[config.mk]
export PLATFORM = sky130hd
export DESIGN_NAME = cid_core
export DESIGN_NICKNAME = d
export VERILOG_FILES = /design/src/rtl/cid_pkg.sv /design/src/rtl/cid_alu_if.sv /design/src/rtl/cid_core.sv /design/src/rtl/cid_alu.sv
export SDC_FILE = /design/constraint.sdc
export NUM_CORES = 1
export LEC_CHECK = 0
export BUFFER_PORTS_ARGS = -buffer_cell sky130_fd_sc_hd__clkbuf_2
export CAP_MARGIN = 30
export CORE_ASPECT_RATIO = 0.9
export CORE_MARGIN = 4
export CORE_UTILIZATION = 34
export DETAILED_ROUTE_END_ITERATION = 12
export PLACE_DENSITY = 0.6
export SETUP_SLACK_MARGIN = 0.5
export SLEW_MARGIN = 20
export SYNTH_ARGS = -nofsm -noshare
export SYNTH_HDL_FRONTEND = slang
export SYNTH_SLANG_ARGS = --single-unit
[constraint.sdc]
create_clock -name mclk_i -period 8.5 [get_ports mclk_i]
set_input_delay 0.425 -clock mclk_i [delete_from_list [all_inputs] [get_ports mclk_i]]
set_output_delay 0.425 -clock mclk_i [all_outputs]
set_load 0.01 [all_outputs]
[src/rtl/cid_pkg.sv]
package cid_pkg;
  localparam logic [7:0] OPC_PREFIX   = 8'h9E;
  localparam logic [7:0] OPC_BCC      = 8'h24;
  localparam logic [7:0] OPC_AIS      = 8'hA7;
  localparam logic [7:0] OPC_AIX      = 8'hAF;
  localparam logic [3:0] LO_ADC       = 4'h9;
  localparam logic [3:0] LO_ADD       = 4'hB;
  localparam logic [3:0] LO_AND       = 4'h4;
  localparam logic [3:0] LO_ASL       = 4'h8;
  localparam logic [3:0] LO_ASR       = 4'h7;
  localparam logic [3:0] HI_ALU_IMM   = 4'hA;
  localparam logic [3:0] HI_SHF_DIR   = 4'h3;
  localparam logic [3:0] HI_SHF_INHA  = 4'h4;
  localparam logic [3:0] HI_SHF_INHX  = 4'h5;
  localparam logic [3:0] HI_SHF_IX1   = 4'h6;
  localparam logic [3:0] HI_SHF_IX    = 4'h7;
  localparam logic [3:0] HI_SP2       = 4'hD;
  localparam logic [3:0] HI_SP1       = 4'hE;
  localparam logic [3:0] M_IMM        = 4'h0;
  localparam logic [3:0] M_DIR        = 4'h1;
  localparam logic [3:0] M_EXT        = 4'h2;
  localparam logic [3:0] M_IX2        = 4'h3;
  localparam logic [3:0] M_IX1        = 4'h4;
  localparam logic [3:0] M_IX         = 4'h5;
  localparam logic [3:0] M_SP2        = 4'h6;
  localparam logic [3:0] M_SP1        = 4'h7;
  localparam logic [3:0] M_INHA       = 4'h8;
  localparam logic [3:0] M_INHX       = 4'h9;
  localparam logic [3:0] M_REL        = 4'hA;
  // Bus cycles per mode, indexed by the mode code
  localparam logic [7:0][2:0]  ALU_CYC = {3'h4, 3'h5, 3'h3, 3'h3, 3'h4, 3'h4, 3'h3, 3'h2};
  localparam logic [15:0][2:0] SHF_CYC = {3'h0, 3'h0, 3'h0, 3'h0, 3'h0, 3'h0, 3'h1, 3'h1,
                                          3'h6, 3'h0, 3'h4, 3'h5, 3'h0, 3'h0, 3'h5, 3'h0};
  localparam logic [2:0]  ADJ_CYC      = 3'h2;
  localparam logic [2:0]  REL_CYC      = 3'h3;
  localparam int          CCR_V        = 7;
  localparam int          CCR_H        = 4;
  localparam int          CCR_I        = 3;
  localparam int          CCR_N        = 2;
  localparam int          CCR_Z        = 1;
  localparam int          CCR_C        = 0;
  localparam logic [7:0]  CCR_RESET    = 8'h08;
  localparam logic [7:0]  PAGE_ZERO_HI = 8'h00;
  localparam logic [7:0]  BYTE_ZERO    = 8'h00;
  localparam logic [15:0] WORD_ONE     = 16'h0001;
  localparam logic [2:0]  CNT_ONE      = 3'h1;
  localparam logic [2:0]  CNT_ZERO     = 3'h0;

  typedef enum logic [2:0] {S_FETCH, S_OPND1, S_OPND2, S_READ, S_WRITE, S_PAD} cid_state_type;
  typedef enum logic [2:0] {K_BAD, K_ALU, K_SHF, K_AIS, K_AIX, K_BCC} cid_kind_type;
  typedef enum logic [2:0] {A_ADC, A_ADD, A_AND, A_ASL, A_ASR} cid_op_type;

  typedef struct packed {
    cid_kind_type kind;
    logic [3:0]   mode;
    logic [2:0]   need;
  } cid_dec_type;
endpackage

[src/rtl/cid_alu_if.sv]
interface cid_alu_if;
  cid_pkg::cid_op_type op;
  logic [7:0]          a;
  logic [7:0]          m;
  logic [7:0]          ccr_in;
  logic [7:0]          res;
  logic [7:0]          ccr_out;
  modport core (output op, a, m, ccr_in, input res, ccr_out);
  modport unit (input op, a, m, ccr_in, output res, ccr_out);
endinterface

[src/rtl/cid_core.sv]
module cid_core
#(
  parameter int          ADDR_W   = 16,
  parameter logic [15:0] START_PC = 16'h0000,
  parameter logic [15:0] SP_RESET = 16'h00FF
)
(
  input  wire logic              mclk_i,
  input  wire logic              srst_i,
  output logic [ADDR_W-1:0]      mem_addr_o,
  output logic                   mem_rd_o,
  output logic                   mem_wr_o,
  output logic [7:0]             mem_wdata_o,
  input  wire logic [7:0]        mem_rdata_i,
  output logic [7:0]             acc_o,
  output logic [15:0]            index_o,
  output logic [15:0]            stack_o,
  output logic [15:0]            pc_o,
  output logic [7:0]             flags_o,
  output logic                   illegal_o,
  output logic                   instr_done_o
);
  typedef struct packed {
    cid_pkg::cid_state_type st;
    logic [15:0]            pc;
    logic [7:0]             a;
    logic [15:0]            hx;
    logic [15:0]            sp;
    logic [7:0]             condition_flags;
    logic [7:0]             opc;
    logic                   pre;
    cid_pkg::cid_kind_type  kind;
    logic [3:0]             mode;
    logic [2:0]             need;
    logic [2:0]             cnt;
    logic [15:0]            ea;
    logic [15:0]            addr;
    logic                   rd;
    logic                   wr;
    logic [7:0]             wdata;
    logic                   illegal;
    logic                   done;
  } cid_core_type;

  cid_core_type         r_reg;
  cid_core_type         r_next;
  cid_pkg::cid_dec_type dec;
  logic [7:0]           cur_opc;
  logic [3:0]           cur_mode;
  logic [2:0]           cur_need;
  logic                 fin;

  cid_alu_if alu_bus ();

  cid_alu u_alu
  (
    .alu (alu_bus.unit)
  );

  if (ADDR_W != 16)
  begin : g_check
    $error("cid_core serves a 16-bit address bus only");
  end

  // Opcode table for the supported subset; unknown bytes report illegal
  function automatic cid_pkg::cid_dec_type decode(input logic pre, input logic [7:0] opc);
    cid_pkg::cid_dec_type d;
    logic [3:0]           hi;
    logic [3:0]           lo;
    logic                 alu_lo;
    logic                 shf_lo;
    d.kind = cid_pkg::K_BAD;
    d.mode = cid_pkg::M_IMM;
    d.need = cid_pkg::CNT_ONE;
    hi = opc[7:4];
    lo = opc[3:0];
    alu_lo = (lo == cid_pkg::LO_ADC) || (lo == cid_pkg::LO_ADD) || (lo == cid_pkg::LO_AND);
    // Logical left shift shares this encoding
    shf_lo = (lo == cid_pkg::LO_ASL) || (lo == cid_pkg::LO_ASR);
    if (!pre)
    begin
      if (opc == cid_pkg::OPC_BCC)
      begin
        d.kind = cid_pkg::K_BCC;
        d.mode = cid_pkg::M_REL;
        d.need = cid_pkg::REL_CYC;
      end
      else if ((opc == cid_pkg::OPC_AIS) || (opc == cid_pkg::OPC_AIX))
      begin
        d.kind = (opc == cid_pkg::OPC_AIS) ? cid_pkg::K_AIS : cid_pkg::K_AIX;
        d.need = cid_pkg::ADJ_CYC;
      end
      else if (alu_lo && (hi >= cid_pkg::HI_ALU_IMM))
      begin
        d.kind = cid_pkg::K_ALU;
        d.mode = hi - cid_pkg::HI_ALU_IMM;
        d.need = cid_pkg::ALU_CYC[d.mode[2:0]];
      end
      else if (shf_lo && (hi >= cid_pkg::HI_SHF_DIR) && (hi <= cid_pkg::HI_SHF_IX))
      begin
        d.kind = cid_pkg::K_SHF;
        case (hi)
          cid_pkg::HI_SHF_DIR:  d.mode = cid_pkg::M_DIR;
          cid_pkg::HI_SHF_INHA: d.mode = cid_pkg::M_INHA;
          cid_pkg::HI_SHF_INHX: d.mode = cid_pkg::M_INHX;
          cid_pkg::HI_SHF_IX1:  d.mode = cid_pkg::M_IX1;
          default:              d.mode = cid_pkg::M_IX;
        endcase
        d.need = cid_pkg::SHF_CYC[d.mode];
      end
    end
    else if (alu_lo && ((hi == cid_pkg::HI_SP2) || (hi == cid_pkg::HI_SP1)))
    begin
      d.kind = cid_pkg::K_ALU;
      d.mode = (hi == cid_pkg::HI_SP2) ? cid_pkg::M_SP2 : cid_pkg::M_SP1;
      d.need = cid_pkg::ALU_CYC[d.mode[2:0]];
    end
    else if (shf_lo && (hi == cid_pkg::HI_SHF_IX1))
    begin
      d.kind = cid_pkg::K_SHF;
      d.mode = cid_pkg::M_SP1;
      d.need = cid_pkg::SHF_CYC[cid_pkg::M_SP1];
    end
    return d;
  endfunction

  function automatic cid_pkg::cid_op_type op_of(input logic [3:0] lo);
    case (lo)
      cid_pkg::LO_ADC: op_of = cid_pkg::A_ADC;
      cid_pkg::LO_ADD: op_of = cid_pkg::A_ADD;
      cid_pkg::LO_ASL: op_of = cid_pkg::A_ASL;
      cid_pkg::LO_ASR: op_of = cid_pkg::A_ASR;
      default:         op_of = cid_pkg::A_AND;
    endcase
  endfunction

  always_comb
  begin
    r_next = r_reg;
    fin = 1'b0;
    dec = decode(r_reg.pre, mem_rdata_i);
    cur_opc = (r_reg.st == cid_pkg::S_FETCH) ? mem_rdata_i : r_reg.opc;
    cur_mode = (r_reg.st == cid_pkg::S_FETCH) ? dec.mode : r_reg.mode;
    cur_need = (r_reg.st == cid_pkg::S_FETCH) ? dec.need : r_reg.need;
    r_next.cnt = r_reg.cnt + cid_pkg::CNT_ONE;
    r_next.done = 1'b0;
    r_next.illegal = 1'b0;
    alu_bus.op = op_of(cur_opc[3:0]);
    alu_bus.a = r_reg.a;
    alu_bus.ccr_in = r_reg.condition_flags;
    if (cur_mode == cid_pkg::M_INHA)
    begin
      alu_bus.m = r_reg.a;
    end
    else if (cur_mode == cid_pkg::M_INHX)
    begin
      alu_bus.m = r_reg.hx[7:0];
    end
    else
    begin
      alu_bus.m = mem_rdata_i;
    end
    case (r_reg.st)
      cid_pkg::S_FETCH:
      begin
        r_next.pc = r_reg.pc + cid_pkg::WORD_ONE;
        if (!r_reg.pre && (mem_rdata_i == cid_pkg::OPC_PREFIX))
        begin
          r_next.pre = 1'b1;
        end
        else
        begin
          r_next.pre = 1'b0;
          r_next.opc = mem_rdata_i;
          r_next.kind = dec.kind;
          r_next.mode = dec.mode;
          r_next.need = dec.need;
          if (dec.kind == cid_pkg::K_BAD)
          begin
            // Byte is skipped; the next one is taken as a fresh opcode
            r_next.illegal = 1'b1;
            r_next.cnt = cid_pkg::CNT_ZERO;
          end
          else if (dec.mode == cid_pkg::M_INHA)
          begin
            r_next.a = alu_bus.res;
            r_next.condition_flags = alu_bus.ccr_out;
            fin = 1'b1;
          end
          else if (dec.mode == cid_pkg::M_INHX)
          begin
            r_next.hx[7:0] = alu_bus.res;
            r_next.condition_flags = alu_bus.ccr_out;
            fin = 1'b1;
          end
          else if (dec.mode == cid_pkg::M_IX)
          begin
            // Plain pointer use; no decoded form here ever bumps the index pair
            r_next.ea = r_reg.hx;
            r_next.st = cid_pkg::S_READ;
          end
          else
          begin
            r_next.st = cid_pkg::S_OPND1;
          end
        end
      end
      cid_pkg::S_OPND1:
      begin
        r_next.pc = r_reg.pc + cid_pkg::WORD_ONE;
        case (r_reg.mode)
          cid_pkg::M_IMM:
          begin
            fin = 1'b1;
            if (r_reg.kind == cid_pkg::K_AIS)
            begin
              r_next.sp = r_reg.sp + {{8{mem_rdata_i[7]}}, mem_rdata_i};
            end
            else if (r_reg.kind == cid_pkg::K_AIX)
            begin
              r_next.hx = r_reg.hx + {{8{mem_rdata_i[7]}}, mem_rdata_i};
            end
            else
            begin
              r_next.a = alu_bus.res;
              r_next.condition_flags = alu_bus.ccr_out;
            end
          end
          cid_pkg::M_REL:
          begin
            fin = 1'b1;
            if (!r_reg.condition_flags[cid_pkg::CCR_C])
            begin
              // Relative to the byte after the displacement
              r_next.pc = r_reg.pc + cid_pkg::WORD_ONE + {{8{mem_rdata_i[7]}}, mem_rdata_i};
            end
          end
          cid_pkg::M_DIR:
          begin
            r_next.ea = {cid_pkg::PAGE_ZERO_HI, mem_rdata_i};
            r_next.st = cid_pkg::S_READ;
          end
          cid_pkg::M_IX1:
          begin
            r_next.ea = r_reg.hx + {cid_pkg::BYTE_ZERO, mem_rdata_i};
            r_next.st = cid_pkg::S_READ;
          end
          cid_pkg::M_SP1:
          begin
            r_next.ea = r_reg.sp + {cid_pkg::BYTE_ZERO, mem_rdata_i};
            r_next.st = cid_pkg::S_READ;
          end
          default:
          begin
            // Word forms: high byte comes first in the stream
            r_next.ea[15:8] = mem_rdata_i;
            r_next.st = cid_pkg::S_OPND2;
          end
        endcase
      end
      cid_pkg::S_OPND2:
      begin
        r_next.pc = r_reg.pc + cid_pkg::WORD_ONE;
        r_next.st = cid_pkg::S_READ;
        case (r_reg.mode)
          cid_pkg::M_IX2:
          begin
            // Wraps at 64K, so signed and unsigned offsets agree
            r_next.ea = r_reg.hx + {r_reg.ea[15:8], mem_rdata_i};
          end
          cid_pkg::M_SP2:
          begin
            r_next.ea = r_reg.sp + {r_reg.ea[15:8], mem_rdata_i};
          end
          default:
          begin
            r_next.ea = {r_reg.ea[15:8], mem_rdata_i};
          end
        endcase
      end
      cid_pkg::S_READ:
      begin
        r_next.condition_flags = alu_bus.ccr_out;
        if (r_reg.kind == cid_pkg::K_SHF)
        begin
          r_next.wdata = alu_bus.res;
          r_next.st = cid_pkg::S_WRITE;
        end
        else
        begin
          r_next.a = alu_bus.res;
          fin = 1'b1;
        end
      end
      cid_pkg::S_WRITE:
      begin
        fin = 1'b1;
      end
      cid_pkg::S_PAD:
      begin
        fin = 1'b1;
      end
      default:
      begin
        r_next.st = cid_pkg::S_FETCH;
        r_next.cnt = cid_pkg::CNT_ZERO;
      end
    endcase
    // Idle cycles stretch each instruction to its documented length
    if (fin)
    begin
      if (r_next.cnt >= cur_need)
      begin
        r_next.st = cid_pkg::S_FETCH;
        r_next.cnt = cid_pkg::CNT_ZERO;
        r_next.done = 1'b1;
      end
      else
      begin
        r_next.st = cid_pkg::S_PAD;
      end
    end
    // Bus strobes are registered, so they follow the next state
    r_next.rd = 1'b0;
    r_next.wr = 1'b0;
    case (r_next.st)
      cid_pkg::S_FETCH, cid_pkg::S_OPND1, cid_pkg::S_OPND2:
      begin
        r_next.addr = r_next.pc;
        r_next.rd = 1'b1;
      end
      cid_pkg::S_READ:
      begin
        r_next.addr = r_next.ea;
        r_next.rd = 1'b1;
      end
      cid_pkg::S_WRITE:
      begin
        r_next.addr = r_next.ea;
        r_next.wr = 1'b1;
      end
      default:
      begin
        r_next.addr = r_reg.addr;
      end
    endcase
  end

  always_ff @(posedge mclk_i)
  begin
    if (srst_i)
    begin
      r_reg <= '0;
      r_reg.st <= cid_pkg::S_FETCH;
      r_reg.pc <= START_PC;
      r_reg.addr <= START_PC;
      r_reg.rd <= 1'b1;
      r_reg.sp <= SP_RESET;
      r_reg.condition_flags <= cid_pkg::CCR_RESET;
    end
    else
    begin
      r_reg <= r_next;
    end
  end

  assign mem_addr_o   = r_reg.addr;
  assign mem_rd_o     = r_reg.rd;
  assign mem_wr_o     = r_reg.wr;
  assign mem_wdata_o  = r_reg.wdata;
  assign acc_o        = r_reg.a;
  assign index_o      = r_reg.hx;
  assign stack_o      = r_reg.sp;
  assign pc_o         = r_reg.pc;
  assign flags_o      = r_reg.condition_flags;
  assign illegal_o    = r_reg.illegal;
  assign instr_done_o = r_reg.done;
endmodule

[src/rtl/cid_alu.sv]
module cid_alu
(
  cid_alu_if.unit alu
);
  logic [8:0] sum;
  logic [7:0] r;
  logic [7:0] f;

  always_comb
  begin
    f = alu.ccr_in;
    sum = {1'b0, alu.a} + {1'b0, alu.m};
    if (alu.op == cid_pkg::A_ADC)
    begin
      sum = sum + {8'h00, alu.ccr_in[cid_pkg::CCR_C]};
    end
    r = sum[7:0];
    case (alu.op)
      cid_pkg::A_ADC, cid_pkg::A_ADD:
      begin
        f[cid_pkg::CCR_C] = sum[8];
        f[cid_pkg::CCR_H] = (alu.a[3] & alu.m[3]) | (alu.m[3] & ~r[3]) | (~r[3] & alu.a[3]);
        f[cid_pkg::CCR_V] = (alu.a[7] & alu.m[7] & ~r[7]) | (~alu.a[7] & ~alu.m[7] & r[7]);
      end
      cid_pkg::A_AND:
      begin
        r = alu.a & alu.m;
        f[cid_pkg::CCR_V] = 1'b0;
      end
      cid_pkg::A_ASL:
      begin
        r = {alu.m[6:0], 1'b0};
        f[cid_pkg::CCR_C] = alu.m[7];
        f[cid_pkg::CCR_V] = r[7] ^ alu.m[7];
      end
      cid_pkg::A_ASR:
      begin
        // Sign bit is kept so signed halving works
        r = {alu.m[7], alu.m[7:1]};
        f[cid_pkg::CCR_C] = alu.m[0];
        f[cid_pkg::CCR_V] = r[7] ^ alu.m[0];
      end
      default:
      begin
        r = alu.m;
      end
    endcase
    f[cid_pkg::CCR_N] = r[7];
    f[cid_pkg::CCR_Z] = (r == cid_pkg::BYTE_ZERO);
    alu.res = r;
    alu.ccr_out = f;
  end
endmodule

==> impl_summary.log, run 1 <==
[metrics] sort of element at the start of the critical path: primary input
[metrics] Worst EP arrival: about 5.9 ns
[metrics] most common cell after layout, fill and taps aside: sky130_fd_sc_hd__nor2_1
[metrics] period utilization: around two thirds
[metrics] register bit count reported by yosys: between 100 and 150
[metrics] launch point of the worst hold path: srst_i
[metrics] data required time of the critical path: roughly 8.8 ns
[metrics] routed vias: roughly 12k
[metrics] Initial Util: 34.6%
[metrics] number of buffers created by CTS: 17
[metrics] wire length of the first global-routing pass: ~64000 um
[metrics] register-to-register path setup slack: around 3.1 ns
[metrics] Worst R2R Path Depth: 17
[metrics] Yosys top cell area share: between 20% and 30%
[metrics] number of enable flip-flop cells after synthesis: 0
[metrics] Critical Path Slowest Stage Cell: sky130_fd_sc_hd__clkbuf_2
[metrics] Net count, final: approximately 1.6k
[metrics] count of instances resized after the clock tree is built: 0
[metrics] Routed Antenna Nets: 0
[metrics] H-Tree Level Count: 4
[metrics] startpoint-to-endpoint class of the critical path: primary input to flip-flop
[metrics] Die Wd: 205 um
[metrics] final number of setup-violating endpoints: 0
[metrics] Critical Path Fanout Max: 20
[metrics] commonest cells after routing, fill and taps aside: sky130_fd_sc_hd__nor2_1 (148), sky130_fd_sc_hd__nand2_1 (127), sky130_fd_sc_hd__dfxtp_1 (126)
[metrics] Post-CTS Setup Bufs: 0
[metrics] number of search-and-repair iterations in the first detailed-routing pass: 6
[metrics] number of buffers inserted by port buffering: between 90 and 100
[metrics] CP startpoint: mem_rdata_i[5]
[metrics] synth top area cells: sky130_fd_sc_hd__dfxtp_1 (21%), sky130_fd_sc_hd__ha_1 (8.3%), sky130_fd_sc_hd__buf_4 (5.7%), sky130_fd_sc_hd__nor2_1 (4.7%), sky130_fd_sc_hd__a21oi_1 (4.3%)
[metrics] clock-pin slew on the worst setup and hold paths: 0.07 ns
[metrics] final routed DRC violation total: 0
[metrics] Final Max Slew Viols: 0
[metrics] crit path cell chain: clkbuf_2 > inv_1 > ha_1 > nor2b_1 > o21ai_0 > o21ai_0 > nand2_1 > a31oi_1 > buf_4 > mux2i_1 > inv_1 > ha_1 > fa_1 > a211oi_1 > nor2_1 > xor2_1 > nand4_1 > nor2_1 > xor2_1 > mux2_2 > a22oi_1 > a21oi_1
[metrics] Syn Area/Cell: roughly 7.7 um^2
[metrics] final hold viol count: 0
[metrics] actual slew at the worst max-slew pin: roughly 1 ns
[metrics] total negative slack: 0 ns
[metrics] total wirelength of the detailed-routed design: about 41000 um
[metrics] time the worst path needs with I/O delays and setup: between 5 and 6 ns
[metrics] final setup slack of the worst path: between 2 and 3 ns
[metrics] Placer Congestion: 0.940
[metrics] total power per unit cell area: roughly 240 nW/um^2
[metrics] Longest Clk Path Bufs: 2
[metrics] Total Die Area: about 38000 um^2
[metrics] quantity of hold-fixing buffers added after cts: 0
[metrics] crit path buf inv count: 4
[metrics] Rows: between 60 and 70
[metrics] Vert. Die Dim: ~190 um
[metrics] Avg Vias per Cell: ~5.8
[metrics] worst skew pair latency: around 0.44 ns
[metrics] endpoint of the worst hold-timing path: pc_o[6]$_SDFF_PP0_
[metrics] Overflow after GRT: 0
[metrics] TritonCTS clock tree: yes
[metrics] unrepaired setup endpoints after global routing: false
[metrics] proportion of layout cells with a drive suffix above 1: 14.1%
[metrics] total clock sinks: approximately 130
[metrics] number of instances on the worst hold path: 2
[metrics] library cell occupying the most area in the post-synthesis netlist: sky130_fd_sc_hd__dfxtp_1
[metrics] portion of the post-synthesis area used by sequential elements: about a fifth
[metrics] global router's overall resource usage: roughly 21%
[metrics] synthesis-to-layout area growth: 7.36%
[metrics] end of the worst register-to-register path: flags_o[7]$_SDFFE_PP0P_
[metrics] detailed-route wire length per cell: roughly 21 um
[metrics] final antenna diode count: 0
[metrics] core footprint: approximately 34000 um^2
[metrics] type of the most critical hold path: primary input to flip-flop
[metrics] buffer cell driving the clock tree root: sky130_fd_sc_hd__clkbuf_16
[metrics] MaxCap Viol Count: 0
[metrics] Largest register FFs: 37
[metrics] Main synth FF type: sky130_fd_sc_hd__dfxtp_1
[metrics] number of antenna violations at the first check in global routing: 0
[metrics] Max-slew headroom: 30.5%
[metrics] outcome: complete, no violations
[metrics] worst setup slack after placement: about 2.6 ns
[metrics] detailed-placement wirelength estimate: about 31000 um
[metrics] Distinct cells, synth: just over 90
[metrics] number of top-level pins: about 100
[metrics] number of design-rule violations left by the first detailed-router iteration: around 1.2k
[metrics] Post-Synthesis Cells: between 1.5k and 2k
[metrics] Worst path max stage delay: roughly 0.45 ns
[metrics] worst clock skew on the final layout: 0.0142 ns
[metrics] worst hold margin: slightly above 0.4 ns
[metrics] largest net degree at the start of global routing: 58
[metrics] fmax: between 150 and 200 MHz
[metrics] largest voltage drop on the vdd net: about 0.00016 V
[metrics] area of the mapped netlist: between 10000 and 15000 um^2
[metrics] count of synthesis-stage warnings from yosys: 0
[metrics] reg-to-reg startpoint: r_reg[132]$_SDFF_PP0_
[metrics] nature of the critical path endpoint: flip-flop
[metrics] Post-synth ARST share: 0%
[metrics] Leakage Power: 5.17 nW
[metrics] Top delay family on crit path: compound AO/OA/AOI/OAI gates
[metrics] number of global-route vias before repair: around 11k
## stage by stage
step | cells | power [mW] | utilization [%] | cell area (um^2)
floorplan | 1538 | 1.86 | - | 11800
global placement | 1950 | 2.20 | 35.4 | 12100
detailed placement | 1951 | 2.22 | 35.4 | 12100
CTS | 1983 | 2.98 | 37.2 | 12700
global route | 1984 | 3.19 | 37.2 | 12700
finish | 1984 | 3.00 | 37.2 | 12700
## routing by layer
layer  global-route usage [%]  wire length (um)  vias up
li1                         -                 -     5557
met1                     30.8             19400     5492
met2                     32.4             17400      458
met3                     5.11              3560       43
met4                     5.20               810        0
met5                        0                 0        -
## cell families (layout without fill, tap and decap cells)
logic type	Yosys count	count (layout)	share of synthesized area, %
flops	126	126	21.3
compound gates	469	469	27.6
other cells	2	3	0.0634
buf+inv	212	196	9.62
simple gates	513	513	21.8
xor+xnor	81	81	5.99
mux	49	49	4.42
fa+ha+maj	85	85	9.28
## how the worst max path moves through the flow
stage | cells past startpoint | to | slack, ns
2_1_floorplan | 22 | flags_o[7]$_SDFFE_PP0P_ | 3.52
3_3_place_gp | 20 | flags_o[7]$_SDFFE_PP0P_ | 2.61
3_5_place_dp | 20 | flags_o[7]$_SDFFE_PP0P_ | 2.57
4_1_cts | 22 | flags_o[7]$_SDFFE_PP0P_ | 2.99
5_1_grt | 22 | flags_o[7]$_SDFFE_PP0P_ | 2.41
6_report | 22 | flags_o[7]$_SDFFE_PP0P_ | 2.88
## cell type report
cell class	instances	area [um^2]
inverter	48	180
clock buffer	18	439
timing repair buffer	116	623
clock inverter	14	159
multi-input combinational	1200	8210
tap	462	578
fill	3595	21500
sequential	126	2520
## power breakdown
group | switching (mW) | internal [mW] | total, mW
registers | 0.136 | 0.694 | 0.830
logic | 0.882 | 0.524 | 1.41
clock network | 0.315 | 0.444 | 0.760
## cell usage after synthesis (15+ instances only)
cell type and number:
sky130_fd_sc_hd__a221oi_1 15, sky130_fd_sc_hd__nor3_1 43, sky130_fd_sc_hd__clkbuf_1 67, sky130_fd_sc_hd__and2_1 17, sky130_fd_sc_hd__a31oi_1 17, sky130_fd_sc_hd__ha_1 79, sky130_fd_sc_hd__xor2_1 33, sky130_fd_sc_hd__a21oi_1 101
sky130_fd_sc_hd__a21o_1 17, sky130_fd_sc_hd__mux2i_1 23, sky130_fd_sc_hd__xnor2_1 48, sky130_fd_sc_hd__nand3_1 35, sky130_fd_sc_hd__o21a_1 20, sky130_fd_sc_hd__buf_4 90, sky130_fd_sc_hd__a211oi_1 32, sky130_fd_sc_hd__mux2_2 25
sky130_fd_sc_hd__a22oi_1 24, sky130_fd_sc_hd__inv_1 48, sky130_fd_sc_hd__dfxtp_1 126, sky130_fd_sc_hd__nand2_1 127, sky130_fd_sc_hd__and3_1 20, sky130_fd_sc_hd__o21ai_0 92, sky130_fd_sc_hd__or3_1 16, sky130_fd_sc_hd__nor2_1 148
Note: power is estimated with default switching activity, not from simulation.
==> run 2: changes to the inputs <==
--- a/config.mk
+++ b/config.mk
@@ -11,7 +11,7 @@
 export CORE_MARGIN = 4
 export CORE_UTILIZATION = 34
 export DETAILED_ROUTE_END_ITERATION = 12
-export PLACE_DENSITY = 0.6
+export PLACE_DENSITY = 0.62
 export SETUP_SLACK_MARGIN = 0.5
 export SLEW_MARGIN = 20
 export SYNTH_ARGS = -nofsm -noshare
==> constraint.sdc (replaced) <==
create_clock -name mclk_i -period 4.7 [get_ports mclk_i]
set_input_delay 0.235 -clock mclk_i [delete_from_list [all_inputs] [get_ports mclk_i]]
set_output_delay 0.235 -clock mclk_i [all_outputs]
set_load 0.01 [all_outputs]
==> run 2 against run 1 <==
Against the previous run:
- via count is 5.7% higher
- critical endpoint is now index_o[7]$_SDFFE_PP0P_
- clock-buffer cell count is 1 lower
- combinational power is 120% higher
- power is 95% higher
- first-iteration DRC count is 6.9% higher
- utilization is 3.2 points higher
- clock skew hardly changed
- die area stayed put
- global-route usage is 0.81 points higher
- cell count is 5.5% higher
- final area is 8.5% higher
==> impl_summary.log, run 2 (synthesis gave the netlist of run 1 again) <==
[metrics] outcome: complete, no violations (unchanged)
[metrics] nature of the critical path endpoint: flip-flop (unchanged)
[metrics] unrepaired setup endpoints after global routing: true (was false)
[metrics] Rows: 64 (unchanged)
[metrics] quantity of hold-fixing buffers added after cts: 0 (unchanged)
[metrics] final antenna diode count: 0 (unchanged)
[metrics] Die Wd: 205 um (unchanged)
[metrics] number of antenna violations at the first check in global routing: 0 (unchanged)
[metrics] Total Die Area: 37900 um^2 (unchanged)
[metrics] CP startpoint: mem_rdata_i[0] (was mem_rdata_i[5])
[metrics] Max-slew headroom: 31.3% (was 30.5%)
[metrics] type of the most critical hold path: primary input to flip-flop (unchanged)
[metrics] Placer Congestion: 0.995 (was 0.940)
[metrics] most common cell after layout, fill and taps aside: sky130_fd_sc_hd__nor2_1 (unchanged)
[metrics] MaxCap Viol Count: 0 (unchanged)
[metrics] worst hold margin: 0.202 ns (was 0.409 ns)
[metrics] post-route non-filler standard cell count: 2093 (was 1984)
[metrics] data required time of the critical path: 4.98 ns (was 8.79 ns)
[metrics] Top delay family on crit path: compound AO/OA/AOI/OAI gates (unchanged)
[metrics] Initial Util: 34.6% (unchanged)
[metrics] proportion of layout cells with a drive suffix above 1: 22.4% (was 14.1%)
[metrics] worst skew pair latency: 0.43 ns (was 0.44 ns)
[metrics] core footprint: 34200 um^2 (unchanged)
[metrics] final number of setup-violating endpoints: 0 (unchanged)
[metrics] number of design-rule violations left by the first detailed-router iteration: 1322 (was 1237)
[metrics] register-to-register path setup slack: 0.52 ns (was 3.08 ns)
[metrics] Overflow after GRT: 0 (unchanged)
[metrics] number of search-and-repair iterations in the first detailed-routing pass: 8 (was 6)
[metrics] Final Max Slew Viols: 0 (unchanged)
[metrics] final routed DRC violation total: 0 (unchanged)
[metrics] clock-pin slew on the worst setup and hold paths: 0.06 ns (was 0.07 ns)
[metrics] fmax: 230 MHz
[metrics] number of buffers created by CTS: 17 (unchanged)
[metrics] reg-to-reg startpoint: r_reg[57]$_SDFFE_PP0P_ (was r_reg[132]$_SDFF_PP0_)
[metrics] largest net degree at the start of global routing: 50 (was 58)
[metrics] number of buffers inserted by port buffering: 98 (unchanged)
[metrics] sort of element at the start of the critical path: primary input (unchanged)
[metrics] Routed Antenna Nets: 0 (unchanged)
[metrics] wire length of the first global-routing pass: 66500 um (was 64100 um)
[metrics] total clock sinks: 126 (unchanged)
[metrics] TritonCTS clock tree: yes (unchanged)
[metrics] commonest cells after routing, fill and taps aside: sky130_fd_sc_hd__nor2_1 (147), sky130_fd_sc_hd__buf_4 (127), sky130_fd_sc_hd__nand2_1 (126), sky130_fd_sc_hd__dfxtp_1 (126), sky130_fd_sc_hd__a21oi_1 (97) (was sky130_fd_sc_hd__nor2_1 (148), sky130_fd_sc_hd__nand2_1 (127), sky130_fd_sc_hd__dfxtp_1 (126))
[metrics] final setup slack of the worst path: 0.350 ns (was 2.88 ns)
[metrics] Vert. Die Dim: 185 um (unchanged)
[metrics] Avg Vias per Cell: 5.83 (was 5.82)
[metrics] worst clock skew on the final layout: 0.0141 ns (was 0.0142 ns)
[metrics] # placed instances: 2048 (was 1951)
[metrics] crit path cell chain: buf_8 > or4b_4 > a211o_1 > a2111oi_4 > nand2_2 > a31oi_1 > buf_4 > mux2i_4 > inv_2 > ha_4 > fa_2 > a211oi_2 > o21bai_1 > a21oi_2 > xnor2_2 > nor2_1 > xor2_1 > buf_4 > a22o_1 > o31ai_1 > a311oi_1 (was clkbuf_2 > inv_1 > ha_1 > nor2b_1 > o21ai_0 > o21ai_0 > nand2_1 > a31oi_1 > buf_4 > mux2i_1 > inv_1 > ha_1 > fa_1 > a211oi_1 > nor2_1 > xor2_1 > nand4_1 > nor2_1 > xor2_1 > mux2_2 > a22oi_1 > a21oi_1)
[metrics] total power per unit cell area: 423 nW/um^2 (was 236 nW/um^2)
[metrics] buffer cell driving the clock tree root: sky130_fd_sc_hd__clkbuf_16 (unchanged)
[metrics] number of global-route vias before repair: 11.3k (was 10.9k)
[metrics] time the worst path needs with I/O delays and setup: about 4.3 ns
[metrics] global router's overall resource usage: 22.2% (was 21.4%)
[metrics] period utilization: between 90 and 100%
[metrics] Critical Path Fanout Max: 6 (was 20)
[metrics] routed vias: 12.2k (was 11.6k)
[metrics] detailed-placement wirelength estimate: 32800 um (was 30900 um)
[metrics] actual slew at the worst max-slew pin: 1.00 ns (was 1.02 ns)
[metrics] Net count, final: 1713 (was 1603)
[metrics] Leakage Power: 5.77 nW (was 5.17 nW)
[metrics] number of top-level pins: 102 (unchanged)
[metrics] H-Tree Level Count: 4 (unchanged)
[metrics] Largest register FFs: 37 (unchanged)
[metrics] end point of the critical path: index_o[7]$_SDFFE_PP0P_ (was flags_o[7]$_SDFFE_PP0P_)
[metrics] worst setup slack after placement: -0.134 ns (was 2.57 ns)
[metrics] synthesis-to-layout area growth: 16.5% (was 7.36%)
[metrics] Longest Clk Path Bufs: 2 (unchanged)
[metrics] WP depth: 21 (was 22)
[metrics] detailed-route wire length per cell: 20.8 um (about the same)
[metrics] Critical Path Slowest Stage Cell: sky130_fd_sc_hd__or4b_4 (was sky130_fd_sc_hd__clkbuf_2)
[metrics] crit path buf inv count: 4 (unchanged)
[metrics] cell seen most often among critical-path stages: sky130_fd_sc_hd__buf_4
[metrics] startpoint-to-endpoint class of the critical path: primary input to flip-flop (unchanged)
[metrics] largest voltage drop on the vdd net: 0.000248 V (was 0.000157 V)
[metrics] total wirelength of the detailed-routed design: 43500 um (was 41200 um)
[metrics] end of the worst register-to-register path: index_o[7]$_SDFFE_PP0P_ (was flags_o[7]$_SDFFE_PP0P_)
[metrics] Worst EP arrival: 4.63 ns (was 5.92 ns)
[metrics] Worst path max stage delay: 0.53 ns (was 0.45 ns)
[metrics] Worst R2R Path Depth: 20 (was 17)
[metrics] final hold viol count: 0 (unchanged)
run 2: cell types whose count changed in the layout (fill, tap and decap cells not counted), sizes merged:
| cell | change |
|---|---|
| clkbuf | -4 |
| bufinv | -1 |
| clkinv | +3 |
| inv | -2 |
| buf | +113 |
run 2: final cells by class:
| type | instances | area, um^2 |
|---|---|---|
| clock buffer | 17 | 425 |
| clock inverter | 14 | 120 |
| fill | 3513 | 20400 |
| inverter | 48 | 180 |
| multi-input combinational | 1200 | 8490 |
| sequential | 126 | 2520 |
| tap | 462 | 578 |
| timing repair buffer | 226 | 1480 |
run 2: worst min-delay path by stage:
stage	startpoint	end	slack, ns	depth (start not counted)
after global placement	r_reg[48]$_SDFFE_PP0P_	r_reg[48]$_SDFFE_PP0P_	0.44	2
final	mem_rdata_i[1]	r_reg[59]$_SDFFE_PP0P_	0.20	4
after detailed placement	r_reg[48]$_SDFFE_PP0P_	r_reg[48]$_SDFFE_PP0P_	0.45	2
after floorplan	r_reg[48]$_SDFFE_PP0P_	r_reg[48]$_SDFFE_PP0P_	0.43	2
after CTS	mem_rdata_i[1]	r_reg[59]$_SDFFE_PP0P_	0.21	4
after global routing	mem_rdata_i[1]	r_reg[59]$_SDFFE_PP0P_	0.21	4
run 2: worst register-to-register path: cells and delay by family, from the launching register on:
family,cells,cell delay [ns]
buffers and inverters,4,0.60
XOR/XNOR,2,0.33
flip-flops,1,0.38
adder cells (fa/ha/maj),1,0.34
multiplexers,2,0.50
AND/OR/NAND/NOR,3,0.45
AO/OA/AOI/OAI,8,1.45
run 2: timing repair:
action	CTS	global route
gates resized for setup	8	46
endpoints found under the setup margin	18	29
pin swaps	6	28
setup buffers	6	7
run 2: routing by layer:
layer  track usage, %  wire length [um]  share of wire, %  vias to the layer above
met5             1.02                52              0.12                        -
met4             5.68               879               2.0                        2
met3             3.80              4060               9.3                       65
met2             33.0             18400                42                      554
met1             33.2             20200                46                     5812
li1                 -                 -                 -                     5778
run 2: per-stage QoR:
step	setup TNS (ns)	total power, mW	instance area [um^2]	utilization [%]
CTS	0	5.65	13500	39.5
detailed placement	-0.466	4.31	12900	37.7
global placement	-0.722	4.29	12900	37.7
floorplan	0	3.38	11900	-
global route	0	6.16	13800	40.3
finish	0	5.84	13800	40.3
run 2: power by group:
group	internal, mW	switching, mW	total (mW)
clock network	0.724	0.576	1.30
registers	1.26	0.213	1.47
logic	1.27	1.79	3.07
total	3.25	2.58	5.84
